[src/rtl/svwd_pkg.sv]
// Shared constants and types for the supervisor event logic
`default_nettype none
package svwd_pkg;
  // Clock and timing figures
  localparam int unsigned CLK_PERIOD_NS = 50;
  localparam int unsigned FILTER_NS = 2000;
  localparam int unsigned FILTER_CYC = FILTER_NS / CLK_PERIOD_NS;
  localparam int unsigned ALARM_MIN_NS = 10000;
  localparam int unsigned ALARM_MIN_CYC =
    (ALARM_MIN_NS + CLK_PERIOD_NS - 1) / CLK_PERIOD_NS;
  localparam int unsigned DEBOUNCE_NS = 20000;
  localparam int unsigned DEBOUNCE_CYC =
    (DEBOUNCE_NS + CLK_PERIOD_NS - 1) / CLK_PERIOD_NS;
  localparam int unsigned WD_PULSE_NS = 100000;
  localparam int unsigned WD_PULSE_CYC =
    (WD_PULSE_NS + CLK_PERIOD_NS - 1) / CLK_PERIOD_NS;
  localparam longint unsigned NS_PER_MS = 1000000;
  localparam longint unsigned PERIOD_SHORT_MS = 10;
  localparam longint unsigned PERIOD_MID_MS = 100;
  localparam longint unsigned PERIOD_LONG_MS = 1000;
  localparam int unsigned SHORT_CYC =
    int'(PERIOD_SHORT_MS * NS_PER_MS / CLK_PERIOD_NS);
  localparam int unsigned MID_CYC =
    int'(PERIOD_MID_MS * NS_PER_MS / CLK_PERIOD_NS);
  localparam int unsigned LONG_CYC =
    int'(PERIOD_LONG_MS * NS_PER_MS / CLK_PERIOD_NS);
  localparam int unsigned CNT_W = 25;
  localparam int unsigned SMALL_W = 12;

  // Three-level strap codes
  localparam logic [1:0] SEL_GROUND = 2'h0;
  localparam logic [1:0] SEL_FLOAT = 2'h1;
  localparam logic [1:0] SEL_SUPPLY = 2'h2;

  // Register map, byte addresses
  localparam logic [7:0] ADDR_STATUS = 8'h00;
  localparam logic [7:0] ADDR_EVENT = 8'h04;

  // Event bit positions
  localparam int unsigned EV_MASTER = 0;
  localparam int unsigned EV_ALARM1 = 1;
  localparam int unsigned EV_ALARM2 = 2;
  localparam int unsigned EV_WDOG = 3;
  localparam int unsigned EV_W = 4;
  localparam logic [EV_W-1:0] EV_RESET = 4'h0;

  // Watchdog states
  typedef enum logic [2:0] {
    WD_IDLE = 3'b001,
    WD_COUNT = 3'b010,
    WD_PULSE = 3'b100
  } svwd_wd_state_t;

  // Status word, low bits of the status register
  typedef struct packed {
    logic [1:0] wd_select;
    logic hold_all;
    logic supply_rst_b;
    logic supply_rst_a;
    logic wd_pulse;
    logic alarm_two;
    logic alarm_one;
    logic flag_low;
  } svwd_status_t;
endpackage
`default_nettype wire

[src/rtl/svwd_sync.sv]
// Three-stage pin synchroniser with agreement check
`default_nettype none
module svwd_sync
  import svwd_pkg::*;
#(
  parameter int unsigned W = 1,
  parameter logic [W-1:0] INIT = '0
)
(
  input wire logic clk_i,
  input wire logic rst_i,
  input wire logic [W-1:0] pin_i,
  output var logic [W-1:0] value_o
);
  logic [W-1:0] s1_r;
  logic [W-1:0] s2_r;
  logic [W-1:0] s3_r;

  // Only the second stage reads the first
  always_ff @(posedge clk_i)
  begin
    if (rst_i)
    begin
      s1_r <= INIT;
      s2_r <= INIT;
      s3_r <= INIT;
    end
    else
    begin
      s1_r <= pin_i;
      s2_r <= s1_r;
      s3_r <= s2_r;
    end
  end

  // A bit changes once stages two and three agree
  always_ff @(posedge clk_i)
  begin
    if (rst_i)
      value_o <= INIT;
    else
      value_o <= (s2_r & s3_r) | (value_o & (s2_r ^ s3_r));
  end
endmodule
`default_nettype wire

[src/rtl/svwd_alarm.sv]
// Sense alarm: dip filter, forcing and minimum active time
`default_nettype none
module svwd_alarm
  import svwd_pkg::*;
(
  input wire logic clk_i,
  input wire logic rst_i,
  input wire logic below_i,
  input wire logic force_i,
  output var logic alarm_o
);
  logic [SMALL_W-1:0] filt_r;
  logic [SMALL_W-1:0] hold_r;
  logic filt_done;

  assign filt_done = (filt_r == SMALL_W'(FILTER_CYC));

  // Dips shorter than the filter time never reach the output
  always_ff @(posedge clk_i)
  begin
    if (rst_i || !below_i)
      filt_r <= '0;
    else if (!filt_done)
      filt_r <= filt_r + SMALL_W'(1);
  end

  // Stretch keeps the pin low long enough for a slow handler
  always_ff @(posedge clk_i)
  begin
    if (rst_i)
    begin
      alarm_o <= 1'b1;
      hold_r <= '0;
    end
    else if (force_i || filt_done)
    begin
      alarm_o <= 1'b1;
      hold_r <= '0;
    end
    else if (alarm_o)
    begin
      if (hold_r >= SMALL_W'(ALARM_MIN_CYC - 1))
        alarm_o <= 1'b0;
      else
        hold_r <= hold_r + SMALL_W'(1);
    end
  end
endmodule
`default_nettype wire

[src/rtl/svwd_top.sv]
// Supervisor event logic: reset source flag, sense alarms, watchdog
// Notes on behaviour
// - Master manual reset drives the reset-source flag low and holds it.
// - Flag releases only on a reset from a source other than master.
// - Once released, flag stays high until the next master reset.
// - Flag pin is open drain; it only sinks, a pull-up makes high.
// - Outputs stay valid while any supply is at least 1.0V.
// - Below 1.5V on both main supplies, every output is held active.
// - Sense alarm goes low for at least 10 us on a trip.
// - Sense input must stay below trip about 2 us; shorter dips ignored.
// - Alarm sinks while sense is below reference, releases above it.
// - At power-up alarms stay active until a main supply reaches 1.5V.
// - Watchdog alarm fires when strobe shows no edge within timeout.
// - Period select: ground 10 ms, float 100 ms, supply 1000 ms.
// - Watchdog timing starts only once a supply reset is inactive.
// - Any strobe edge before expiry restarts timing from zero.
// - On expiry the watchdog output pulses low for at least 100 us.
// - Watchdog output is open drain, sinking only.
// - No means of disabling the watchdog exists.
// - Master reset held 20 us forces resets and alarms; delay on release.
// - Supply reset stays active for the selected delay after recovery.
`default_nettype none
module svwd_top
  import svwd_pkg::*;
#(
  parameter int unsigned SHORT_CYC_P = SHORT_CYC,
  parameter int unsigned MID_CYC_P = MID_CYC,
  parameter int unsigned LONG_CYC_P = LONG_CYC
)
(
  input wire logic clk_i,
  input wire logic rst_i,
  // Wishbone slave
  input wire logic wb_cyc_i,
  input wire logic wb_stb_i,
  input wire logic wb_we_i,
  input wire logic [7:0] wb_adr_i,
  input wire logic [3:0] wb_sel_i,
  input wire logic [31:0] wb_dat_i,
  output var logic [31:0] wb_dat_o,
  output logic wb_ack_o,
  // Analog front end results and pins
  input wire logic supply_a_ok_i,
  input wire logic supply_b_ok_i,
  input wire logic main_above_1v5_i,
  input wire logic sense_input_one_i,
  input wire logic sense_input_two_i,
  input wire logic master_manual_reset_in_n_i,
  input wire logic [1:0] supply_manual_reset_in_n_i,
  input wire logic watchdog_kick_in_i,
  input wire logic [1:0] watchdog_period_select_i,
  input wire logic [1:0] delay_select_i,
  // Open-drain outputs, level is always low, enable sinks
  output logic last_reset_source_flag_o,
  output var logic last_reset_source_flag_oe_o,
  output logic sense_alarm_one_out_o,
  output var logic sense_alarm_one_out_oe_o,
  output logic sense_alarm_two_out_o,
  output var logic sense_alarm_two_out_oe_o,
  output logic watchdog_alarm_out_o,
  output var logic watchdog_alarm_out_oe_o,
  output logic [1:0] supply_reset_o,
  output var logic [1:0] supply_reset_oe_o
);
  localparam int unsigned NPIN = 13;
  // Idle levels: supplies low, buttons released, strobe low
  localparam logic [NPIN-1:0] PIN_INIT = 13'h00E0;

  logic [NPIN-1:0] pins_s;
  logic ok_a;
  logic ok_b;
  logic above_1v5;
  logic below_one;
  logic below_two;
  logic master_n;
  logic [1:0] supply_pb_n;
  logic [2:0] btn_n;
  logic kick_s;
  logic [1:0] wd_sel_raw;
  logic [1:0] td_sel_raw;
  logic hold_all;
  logic [SMALL_W-1:0] deb_r [0:2];
  logic [2:0] held_r;
  logic master_held;
  logic [1:0] rst_cond;
  logic [CNT_W-1:0] rst_cnt_r [0:1];
  logic [1:0] supply_rst_r;
  logic [1:0] wd_sel_r;
  logic [1:0] td_sel_r;
  logic straps_r;
  logic flag_low_r;
  logic alarm_one;
  logic alarm_two;
  logic alarm_one_d_r;
  logic alarm_two_d_r;
  svwd_wd_state_t wd_state_r;
  logic [CNT_W-1:0] wd_cnt_r;
  logic kick_d_r;
  logic kick_edge;
  logic wd_run;
  logic wd_expire;
  logic [EV_W-1:0] event_r;
  logic [EV_W-1:0] ev_set;
  logic [EV_W-1:0] ev_clr;
  svwd_status_t status;
  logic bus_req;
  logic wr_event;

  // Pick a period count from a three-level strap
  function automatic logic [CNT_W-1:0] sel_cycles(input logic [1:0] code);
    logic [CNT_W-1:0] n;
    n = CNT_W'(SHORT_CYC_P);
    unique case (code)
      SEL_FLOAT: n = CNT_W'(MID_CYC_P);
      SEL_SUPPLY: n = CNT_W'(LONG_CYC_P);
      default: n = CNT_W'(SHORT_CYC_P);
    endcase
    return n;
  endfunction

  // All pin inputs cross in through one synchroniser
  svwd_sync #(
    .W(NPIN),
    .INIT(PIN_INIT)
  ) u_sync (
    .clk_i(clk_i),
    .rst_i(rst_i),
    .pin_i({supply_a_ok_i, supply_b_ok_i, main_above_1v5_i,
            sense_input_one_i, sense_input_two_i,
            master_manual_reset_in_n_i, supply_manual_reset_in_n_i,
            watchdog_kick_in_i, watchdog_period_select_i,
            delay_select_i}),
    .value_o(pins_s)
  );

  assign {ok_a, ok_b, above_1v5, below_one, below_two, master_n,
          supply_pb_n, kick_s, wd_sel_raw, td_sel_raw} = pins_s;
  assign btn_n = {master_n, supply_pb_n};

  // Low supply: everything held active, logic runs on any rail >= 1.0V
  assign hold_all = ~above_1v5;

  // Straps captured once after reset; changing them later has no effect
  always_ff @(posedge clk_i)
  begin
    if (rst_i)
    begin
      straps_r <= 1'b0;
      wd_sel_r <= SEL_GROUND;
      td_sel_r <= SEL_GROUND;
    end
    else if (!straps_r && above_1v5)
    begin
      straps_r <= 1'b1;
      wd_sel_r <= wd_sel_raw;
      td_sel_r <= td_sel_raw;
    end
  end

  // Buttons count as pressed only after the debounce time
  always_ff @(posedge clk_i)
  begin
    for (int i = 0; i < 3; i++)
    begin
      if (rst_i)
      begin
        deb_r[i] <= '0;
        held_r[i] <= 1'b0;
      end
      else if (btn_n[i])
      begin
        deb_r[i] <= '0;
        held_r[i] <= 1'b0;
      end
      else if (deb_r[i] == SMALL_W'(DEBOUNCE_CYC - 1))
        held_r[i] <= 1'b1;
      else
        deb_r[i] <= deb_r[i] + SMALL_W'(1);
    end
  end

  assign master_held = held_r[2];
  assign rst_cond[0] = ~ok_a | held_r[0] | master_held | hold_all;
  assign rst_cond[1] = ~ok_b | held_r[1] | master_held | hold_all;

  // Supply resets: active while the cause lasts, then the delay
  always_ff @(posedge clk_i)
  begin
    for (int i = 0; i < 2; i++)
    begin
      if (rst_i || rst_cond[i])
      begin
        supply_rst_r[i] <= 1'b1;
        rst_cnt_r[i] <= '0;
      end
      else if (supply_rst_r[i])
      begin
        if (rst_cnt_r[i] >= sel_cycles(td_sel_r) - CNT_W'(1))
          supply_rst_r[i] <= 1'b0;
        else
          rst_cnt_r[i] <= rst_cnt_r[i] + CNT_W'(1);
      end
    end
  end

  // Master press wins over any other source in the same cycle
  always_ff @(posedge clk_i)
  begin
    if (rst_i)
      flag_low_r <= 1'b0;
    else if (master_held)
      flag_low_r <= 1'b1;
    else if (~ok_a | ~ok_b | held_r[0] | held_r[1])
      flag_low_r <= 1'b0;
  end

  // Sense alarms; master press and low supply force them
  svwd_alarm u_alarm_one (
    .clk_i(clk_i),
    .rst_i(rst_i),
    .below_i(below_one),
    .force_i(master_held | hold_all),
    .alarm_o(alarm_one)
  );

  svwd_alarm u_alarm_two (
    .clk_i(clk_i),
    .rst_i(rst_i),
    .below_i(below_two),
    .force_i(master_held | hold_all),
    .alarm_o(alarm_two)
  );

  // Strobe edge of either polarity restarts the count
  always_ff @(posedge clk_i)
  begin
    if (rst_i)
      kick_d_r <= 1'b0;
    else
      kick_d_r <= kick_s;
  end

  assign kick_edge = kick_s ^ kick_d_r;
  assign wd_run = ~&supply_rst_r;
  assign wd_expire = (wd_state_r == WD_COUNT) && !kick_edge &&
    (wd_cnt_r >= sel_cycles(wd_sel_r) - CNT_W'(1));

  // Watchdog has no enable; only both supply resets held stop it and clear its count
  always_ff @(posedge clk_i)
  begin
    if (rst_i)
    begin
      wd_state_r <= WD_IDLE;
      wd_cnt_r <= '0;
    end
    else
    begin
      unique case (wd_state_r)
        WD_IDLE:
        begin
          wd_cnt_r <= '0;
          if (wd_run)
            wd_state_r <= WD_COUNT;
        end
        WD_COUNT:
        begin
          if (!wd_run)
            wd_state_r <= WD_IDLE;
          else if (kick_edge)
            wd_cnt_r <= '0;
          else if (wd_expire)
          begin
            wd_state_r <= WD_PULSE;
            wd_cnt_r <= '0;
          end
          else
            wd_cnt_r <= wd_cnt_r + CNT_W'(1);
        end
        WD_PULSE:
        begin
          if (wd_cnt_r >= CNT_W'(WD_PULSE_CYC - 1))
          begin
            wd_state_r <= WD_COUNT;
            wd_cnt_r <= '0;
          end
          else
            wd_cnt_r <= wd_cnt_r + CNT_W'(1);
        end
        default:
        begin
          wd_state_r <= WD_IDLE;
          wd_cnt_r <= '0;
        end
      endcase
    end
  end

  // Open-drain drive: level fixed low, enable means sinking
  assign last_reset_source_flag_o = 1'b0;
  assign sense_alarm_one_out_o = 1'b0;
  assign sense_alarm_two_out_o = 1'b0;
  assign watchdog_alarm_out_o = 1'b0;
  assign supply_reset_o = 2'b00;

  always_ff @(posedge clk_i)
  begin
    if (rst_i)
    begin
      last_reset_source_flag_oe_o <= 1'b1;
      sense_alarm_one_out_oe_o <= 1'b1;
      sense_alarm_two_out_oe_o <= 1'b1;
      watchdog_alarm_out_oe_o <= 1'b1;
      supply_reset_oe_o <= 2'b11;
    end
    else
    begin
      last_reset_source_flag_oe_o <= flag_low_r | hold_all;
      sense_alarm_one_out_oe_o <= alarm_one;
      sense_alarm_two_out_oe_o <= alarm_two;
      watchdog_alarm_out_oe_o <= (wd_state_r == WD_PULSE) |
        hold_all;
      supply_reset_oe_o <= supply_rst_r;
    end
  end

  // Sticky events; a new event beats a clear in the same cycle
  always_ff @(posedge clk_i)
  begin
    if (rst_i)
    begin
      alarm_one_d_r <= 1'b1;
      alarm_two_d_r <= 1'b1;
    end
    else
    begin
      alarm_one_d_r <= alarm_one;
      alarm_two_d_r <= alarm_two;
    end
  end

  assign ev_set[EV_MASTER] = master_held & ~flag_low_r;
  assign ev_set[EV_ALARM1] = alarm_one & ~alarm_one_d_r;
  assign ev_set[EV_ALARM2] = alarm_two & ~alarm_two_d_r;
  assign ev_set[EV_WDOG] = wd_expire;
  assign bus_req = wb_cyc_i & wb_stb_i & ~wb_ack_o;
  assign wr_event = bus_req & wb_we_i & wb_sel_i[0] &
    (wb_adr_i == ADDR_EVENT);
  assign ev_clr = wr_event ? wb_dat_i[EV_W-1:0] : EV_RESET;

  always_ff @(posedge clk_i)
  begin
    if (rst_i)
      event_r <= EV_RESET;
    else
      event_r <= (event_r & ~ev_clr) | ev_set;
  end

  assign status = '{
    wd_select: wd_sel_r,
    hold_all: hold_all,
    supply_rst_b: supply_rst_r[1],
    supply_rst_a: supply_rst_r[0],
    wd_pulse: wd_state_r == WD_PULSE,
    alarm_two: alarm_two,
    alarm_one: alarm_one,
    flag_low: flag_low_r
  };

  // Bus answers one cycle after the request; unmapped reads zero
  always_ff @(posedge clk_i)
  begin
    if (rst_i)
    begin
      wb_ack_o <= 1'b0;
      wb_dat_o <= '0;
    end
    else
    begin
      wb_ack_o <= bus_req;
      wb_dat_o <= '0;
      if (bus_req && !wb_we_i)
      begin
        unique case (wb_adr_i)
          ADDR_STATUS: wb_dat_o <= 32'(status);
          ADDR_EVENT: wb_dat_o <= 32'(event_r);
          default: wb_dat_o <= '0;
        endcase
      end
    end
  end
endmodule
`default_nettype wire

[config.mk]
export PLATFORM = sky130hd
export DESIGN_NAME = svwd_top
export DESIGN_NICKNAME = d
export VERILOG_FILES = /design/src/rtl/svwd_pkg.sv /design/src/rtl/svwd_sync.sv /design/src/rtl/svwd_alarm.sv /design/src/rtl/svwd_top.sv
export SDC_FILE = /design/constraint.sdc
export NUM_CORES = 1
export LEC_CHECK = 0
export CORE_UTILIZATION = 45
export DETAILED_ROUTE_END_ITERATION = 16
export DONT_BUFFER_PORTS = 1
export PLACE_DENSITY_LB_ADDON = 0.15
export SLEW_MARGIN = 20
export SYNTH_ARGS = -nofsm -noshare
export SYNTH_HDL_FRONTEND = slang
export SYNTH_SLANG_ARGS = --single-unit
[constraint.sdc]
create_clock -name clk_i -period 3.26 [get_ports clk_i]
set_input_delay 0.163 -clock clk_i [delete_from_list [all_inputs] [get_ports clk_i]]
set_output_delay 0.163 -clock clk_i [all_outputs]
set_load 0.02 [all_outputs]
==> qor.yml, run 1 <==
outcome: "complete, but fails checks"
violations: "DRC"
clock_sinks: 248
grt_overflow: 0
grt_max_degree: 75
gp_congestion: 0.779
hp-class: "input port to flop"
initial_core_util_pct: 46.2
min_to: "event_r[2]"
wl_per_cell_um: 14.0
reg2reg_slack_ns: 0.24
cts_setup_buffers: 0
cts.clk_slew.worst_paths_ns: 0.06
path_buf_inv: 2
fill_cells: 2427
p_leak_nw: 5.07
yosysUniqueCellTypes: 62
hold_viol_final: 0
ys_ff_latch: 248
setup_viol: 0
synthTopCellsByCount: "215 x nor2_1, 162 x dfxtp_1, 109 x nand2_1, 86 x edfxtp_1, 67 x ha_1"
grt_usage_pct: 17.1
route.detailed.drc: 3
timing.rr.start: "wd_sel_r[1]"
worstReg2RegEnd: "wd_cnt_r[11]"
whs_path_depth: 5
setup_tns_ns: 0
critPathMaxStageDelay_ns: 0.65
clk_latency_ns: 0.57
period_needed_ns: 3.02
cts_max_level: 1
top_level_ports: 107
fin_skew_ns: 0.0432
setup_ws_ns: 0.240
critPathMaxFanout: 23
clk_path_buf_depth: 3
area_growth_pct: 12.0
startpoint_type: "flop"
vias_per_cell: 5.14
cts-root-buf: "clkbuf_16"
wl_um: 23200
synth_top_area_share_pct: 26.7
drt_iter0_drc: 397
critPathTopFamily: "simple AND/OR/NAND/NOR gates"
crit_top_cell: "inv_1"
dpl.hpwl_um: 15700
synth_edf_count: 86
yosysTopAreaCell: "dfxtp_1"
synthCells: 1281
worstHoldStart: "wb_adr_i[2]"
drv_cap: 0
worstPathRequired_ns: 3.70
fmax_mhz: 331
crit_path_top_delay_cell: "or4_4"
cp-end-kind: "flop"
syn-cell-area_mm2: 0.0121
crit_chain: "inv_1 > ha_2 > inv_1 > ha_1 > and3_1 > o311ai_1 > nand3_1 > or4_4 > and2_4 > o31ai_1"
multi_input_area_mm2: 0.00587
fp.dieW_um: 166
grt_pass1_wl_um: 39400
p_per_area_mw_per_mm2: 474
register_area_mm2: 0.00583
async_flop_share_pct: 0
synth_warnings: 0
syn_area_per_cell_um2: 9.48
p_total_w: 0.00645
antenna_found_initial: 1
via_count: 8527
die_h_um: 166
dieArea_mm2: 0.0276
core_mm2: 0.0263
cp_data_arrival_time_ns: 3.46
fin_nets: 1432
yosysMostFrequentCell: "nor2_1"
seq_area_frac_synth_pct: 48.0
layout-drive-gt1-share_pct: 6.34
port_buffers: 0
synth_top_flop_cell: "dfxtp_1"
period_share_pct: 92.6
worst_pin_slew_ns: 1.05
cts_tree: "done"
slew_violations: 0
first_global_vias: 8119
ir_drop_uv: 406
postRouteAntennaNets: 0
drtPass1Iterations: 11
rows: 59
ys_top_cells_by_area: "dfxtp_1 27%, edfxtp_1 21%, ha_1 6.9%"
r2r_cells: 10
worstSetupPathType: "flop to flop"
rsz0062_at_grt: "false"
slew_headroom_pct: 29.9
pre_cts_ws_ns: 0.183
numCtsBuffers: 28
==> worst max path at each step <==
stage / cells after the start / from / endpoint / slack [ns]
floorplan: 10 / td_sel_r[1] / rst_cnt_r[1][0] / 0.26
global placement: 10 / wd_sel_r[1] / wd_cnt_r[11] / 0.26
detailed placement: 10 / wd_sel_r[1] / wd_cnt_r[11] / 0.18
CTS: 10 / wd_sel_r[1] / wd_cnt_r[11] / 0.20
global route: 10 / wd_sel_r[1] / wd_cnt_r[11] / 0.002
finish: 10 / wd_sel_r[1] / wd_cnt_r[11] / 0.24
==> sequential cells by signal, summed over array words and instances, names as in the netlist, 3 cells and up <==
name,cells
rst_cnt_r,50
deb_r,36
wd_cnt_r,25
u_sync.s1_r,13
u_sync.s2_r,13
u_sync.s3_r,13
u_sync.value_o,13
u_alarm_one.filt_r,12
u_alarm_one.hold_r,12
u_alarm_two.filt_r,12
u_alarm_two.hold_r,12
wb_dat_o,9
event_r,4
held_r,3
wd_state_r,3
==> logic make-up after synthesis <==
| logic type | Yosys count | share of synthesized area (%) |
|---|---|---|
| flops | 248 | 48.0 |
| simple gates | 587 | 23.2 |
| buf+inv | 113 | 4.62 |
| xor+xnor | 117 | 8.44 |
| other cells | 1 | 0.0309 |
| compound gates | 139 | 8.13 |
| fa+ha+maj | 67 | 6.90 |
| mux | 9 | 0.752 |
==> area by class of cell <==
| cell class | instances | share of cell area [%] |
|---|---|---|
| diodes | 1 | 0.0184 |
| multi-input cells | 948 | 43.2 |
| clock inverters | 9 | 0.883 |
| flip-flops and latches | 248 | 42.8 |
| inverters | 40 | 1.10 |
| well taps | 335 | 3.08 |
| clock buffers | 42 | 5.99 |
| repair buffers | 37 | 2.89 |
==> cell usage in the layout, fill, tap and decap left out, types with 13 or more instances in the layout <==
cell type        n
nor4_1          13
edfxtp_1        86
dfxtp_1        162
dlygate4sd3_1   23
ha_1            66
nor3_1          15
nor2b_1         38
nor2_1         215
and3_1          42
conb_1          29
xnor2_1         51
nand2_1        109
o211ai_1        13
a211o_1         15
nand3_1         64
nand4_1         24
a21oi_1         32
inv_1           38
or2_2           14
xor2_1          66
clkbuf_16       29
==> per-stage QoR <==
stage / util (%) / instance area [µm²] / hold WS (ns) / instances
floorplan: - / 12300 / 0.267 / 1309
global placement: 47.2 / 12400 / 0.243 / 1584
detailed placement: 47.2 / 12400 / 0.246 / 1584
CTS: 51.7 / 13600 / 0.0230 / 1659
global route: 51.7 / 13600 / 0.0770 / 1660
finish: 51.7 / 13600 / 0.0383 / 1660
==> tightest hold or removal path, delay by kind of cell <==
family / cells / cell delay [ns]
AOI/OAI and AO/OA: 1 / 0.06
and+or+nand+nor: 4 / 0.35
==> power by group <==
part / leakage, nW / switching (W) / total [W] / internal (W)
clock: 0.460 / 0.00124 / 0.00313 / 0.00189
combinational: 2.24 / 0.0000674 / 0.000108 / 0.0000407
sequential: 2.37 / 0.00000999 / 0.00321 / 0.00320
==> metal layers <==
layer	vias to the layer above	wire, µm	GRT usage (%)
li1	4415	-	-
met3	24	850	2.88
met2	100	10500	28.2
met4	0	390	4.31
met5	-	0	0
met1	3988	11400	23.4
==> timing repair <==
item	4_1_cts	5_1_grt
hold buffers	24	0
endpoints found under the hold margin	91	0
setup endpoints to repair	0	17
gates resized for setup	0	1
Note: power is estimated with default switching activity, not from simulation.
==> run 2: changes to the inputs <==
--- a/config.mk
+++ b/config.mk
@@ -9,6 +9,7 @@
 export DETAILED_ROUTE_END_ITERATION = 16
 export DONT_BUFFER_PORTS = 1
 export PLACE_DENSITY_LB_ADDON = 0.15
+export REMOVE_ABC_BUFFERS = 1
 export SLEW_MARGIN = 20
 export SYNTH_ARGS = -nofsm -noshare
 export SYNTH_HDL_FRONTEND = slang
==> constraint.sdc (replaced) <==
create_clock -name clk_i -period 3.26 [get_ports clk_i]
set_input_delay 0.163 -clock clk_i [delete_from_list [all_inputs] [get_ports clk_i]]
set_output_delay 0.163 -clock clk_i [all_outputs]
set_load 0.01 [all_outputs]
==> run 2 against run 1 <==
  * The flow still finishes with violations (DRC)
  * First-iteration DRC count down 9.8%
  * Die area stayed put
  * Cell count down 0.18%
  * Flip-flop and latch count is the same
  * Total power decreased by 1.8%
  * Clock skew shrank 0.0087 ns
  * Critical path depth stayed put
  * Register-to-register slack hardly changed
  * Wire length fell by 2.4%
  * Fmax rose by 0.50%
  * Critical path type unchanged
  * Highest routed layer unchanged
==> qor.yml, run 2 (synthesis gave the netlist of run 1 again) <==
grt_pass1_wl_um: 38500  # was 39,400 µm
critPathMaxFanout: 23  # unchanged
p_per_area_mw_per_mm2: 467  # was 474 mW/mm²
vias_per_cell: 5.14  # about the same
fill_cells: 2429  # was 2,427
violations: "DRC"  # unchanged
wl_um: 22600  # was 23,200 µm
grt_usage_pct: 16.5  # was 17.1%
first_global_vias: 8131  # was 8,119
rows: 59  # unchanged
initial_core_util_pct: 46.2  # unchanged
multi_input_area_mm2: 0.00588  # was 0.00587 mm²
ir_drop_uv: 381  # was 406 µV
rsz0062_at_grt: "false"  # unchanged
dpl.hpwl_um: 15200  # was 15,700 µm
largest_register_ffs: 50  # unchanged
critPathMaxStageDelay_ns: 0.65  # about the same
cp_data_arrival_time_ns: 3.46  # about the same
fin_nets: 1429  # was 1,432
cts-root-buf: "clkbuf_16"  # unchanged
comb_power_share_pct: 1.4  # was 1.7%
fp.dieW_um: 166  # unchanged
internal-power_w: 0.00501  # was 0.00513 W
sw_frac_of_total_pct: 20.8  # was 20.5%
clock_sinks: 248  # unchanged
largestRegisters: "rst_cnt_r x50, deb_r x36, wd_cnt_r x25"  # unchanged
worst_pin_slew_ns: 0.922  # was 1.05 ns
placed_area_mm2: 0.0124  # about the same
top_level_ports: 107  # unchanged
layout_commonest_cell: "nor2_1"  # unchanged
via_count: 8509  # was 8,527
setup_ws_ns: 0.255  # was 0.240 ns
core_mm2: 0.0263  # unchanged
period_share_pct: 92.2  # was 92.6%
crit_top_cell: "inv_1"  # unchanged
wl_per_cell_um: 13.6  # was 14.0 µm
p_sw_w: 0.00132  # about the same
design_area_mm2: 0.0135  # was 0.0136 mm²
worstSetupPathType: "flop to flop"  # unchanged
outcome: "complete, but fails checks"  # unchanged
grt_max_degree: 75  # unchanged
drtPass1Iterations: 10  # was 11
route.detailed.drc: 2  # was 3
slew_violations: 0  # unchanged
drv_cap: 0  # unchanged
top_register: "rst_cnt_r"  # unchanged
drt_iter0_drc: 358  # was 397
clk_latency_ns: 0.57  # about the same
seqPwrFrac_pct: 50.7  # was 49.8%
cts_tree: "done"  # unchanged
grt_overflow: 0  # unchanged
timing.rr.start: "wd_sel_r[1]"  # unchanged
numCtsBuffers: 28  # unchanged
cts.clk_slew.worst_paths_ns: 0.06  # about the same
crit_path_start: "wd_sel_r[1]"  # unchanged
diodes: 0  # was 1
critPathTopFamily: "simple AND/OR/NAND/NOR gates"  # unchanged
die_h_um: 166  # unchanged
startpoint_type: "flop"  # unchanged
worstPathRequired_ns: 3.71  # was 3.70 ns
port_buffers: 0  # unchanged
hold_viol_final: 0  # unchanged
setup_viol: 0  # unchanged
area_growth_pct: 11.5  # was 12.0%
final_cell_mix: "215 x nor2_1, 162 x dfxtp_1, 109 x nand2_1"  # unchanged
clk_path_buf_depth: 3  # unchanged
cts_max_level: 1  # unchanged
fin_skew_ns: 0.0345  # was 0.0432 ns
layout-drive-gt1-share_pct: 6.51  # was 6.34%
postRouteAntennaNets: 0  # unchanged
antenna_found_initial: 0  # was 1
dieArea_mm2: 0.0276  # unchanged
crit_path_top_delay_cell: "or4_4"  # unchanged
path_buf_inv: 2  # unchanged
p_total_w: 0.00633  # was 0.00645 W
cp-end-kind: "flop"  # unchanged
fmax_mhz: 333  # was 331 MHz
slew_headroom_pct: 38.1  # was 29.9%
hp-class: "input port to flop"  # unchanged
gp_congestion: 0.796  # was 0.779
register_area_mm2: 0.00583  # unchanged
p_clk_share_pct: 47.8  # was 48.5%
crit_chain: "inv_1 > ha_2 > inv_1 > ha_1 > and3_1 > o311ai_1 > nand3_1 > or4_4 > and2_4 > o31ai_1"  # unchanged
pre_cts_ws_ns: 0.177  # was 0.183 ns
period_needed_ns: 3.00  # was 3.02 ns
p_leak_nw: 5.04  # was 5.07 nW
worstHoldStart: "wb_adr_i[2]"  # unchanged
-- run 2: changes by cell type in the layout (fill, tap and decap cells not counted), sizes merged --
cell         before  now
dlygate4sd3      23   21
buf              14   13
clkinv            7    8
bufinv            2    1
clkbuf           42   41
inv              40   42
diode             1    0
-- run 2: final timing paths --
kind | slack, ns | depth (start not counted) | to
min | 0.05 | 5 | event_r[2]
max | 0.26 | 10 | wd_cnt_r[14]
max reg2reg | 0.26 | 10 | wd_cnt_r[14]
min reg2reg | 0.41 | 1 | u_sync.s2_r[6]
-- run 2: routing by layer --
metal	vias to the layer above	global-route usage (%)	routed length [µm]
li1	4412	-	-
met1	3958	21.9	11100
met2	105	27.5	10200
met3	34	3.00	864
met4	0	4.75	508
met5	-	0	0
-- run 2: layout make-up --
class                   count  share of cell area, %
multi-input cells         948                   43.4
clock buffers              41                   5.85
clock inverters            11                  0.795
repair buffers             34                   2.70
flip-flops and latches    248                   43.0
well taps                 335                   3.10
inverters                  40                   1.11
-- run 2: stage by stage --
| step | hold WS [ns] | instances | utilization, % | setup TNS [ns] |
|---|---|---|---|---|
| 2_1_floorplan | 0.235 | 1236 | - | -0.873 |
| 3_3_place_gp | 0.247 | 1583 | 47.2 | 0 |
| 3_5_place_dp | 0.246 | 1583 | 47.2 | 0 |
| 4_1_cts | 0.0158 | 1657 | 51.5 | 0 |
| 5_1_grt | 0.0625 | 1657 | 51.5 | 0 |
| 6_report | 0.0456 | 1657 | 51.5 | 0 |
-- run 2: power by group through the flow --
stage               Sequential (W)  Combinational, W  Clock (W)
global placement           0.00328         0.0000498          0
CTS                        0.00321         0.0000919    0.00313
floorplan                  0.00327         0.0000439          0
finish                     0.00321         0.0000915    0.00303
global route               0.00321          0.000102    0.00325
detailed placement         0.00328         0.0000505          0
-- run 2: timing repair --
action,4_1_cts,5_1_grt
setup buffers,0,0
hold buffers,22,0
hold endpoints to repair,88,0
resized for setup,0,3
setup endpoints to repair,0,5
-- run 2: worst register-to-register path, cell delays in order (launching register included) --
cell,delay [ns]
dfxtp_1,0.33
inv_1,0.12
ha_2,0.25
inv_1,0.10
ha_1,0.30
and3_1,0.20
o311ai_1,0.26
nand3_1,0.17
or4_4,0.65
and2_4,0.29
o31ai_1,0.26
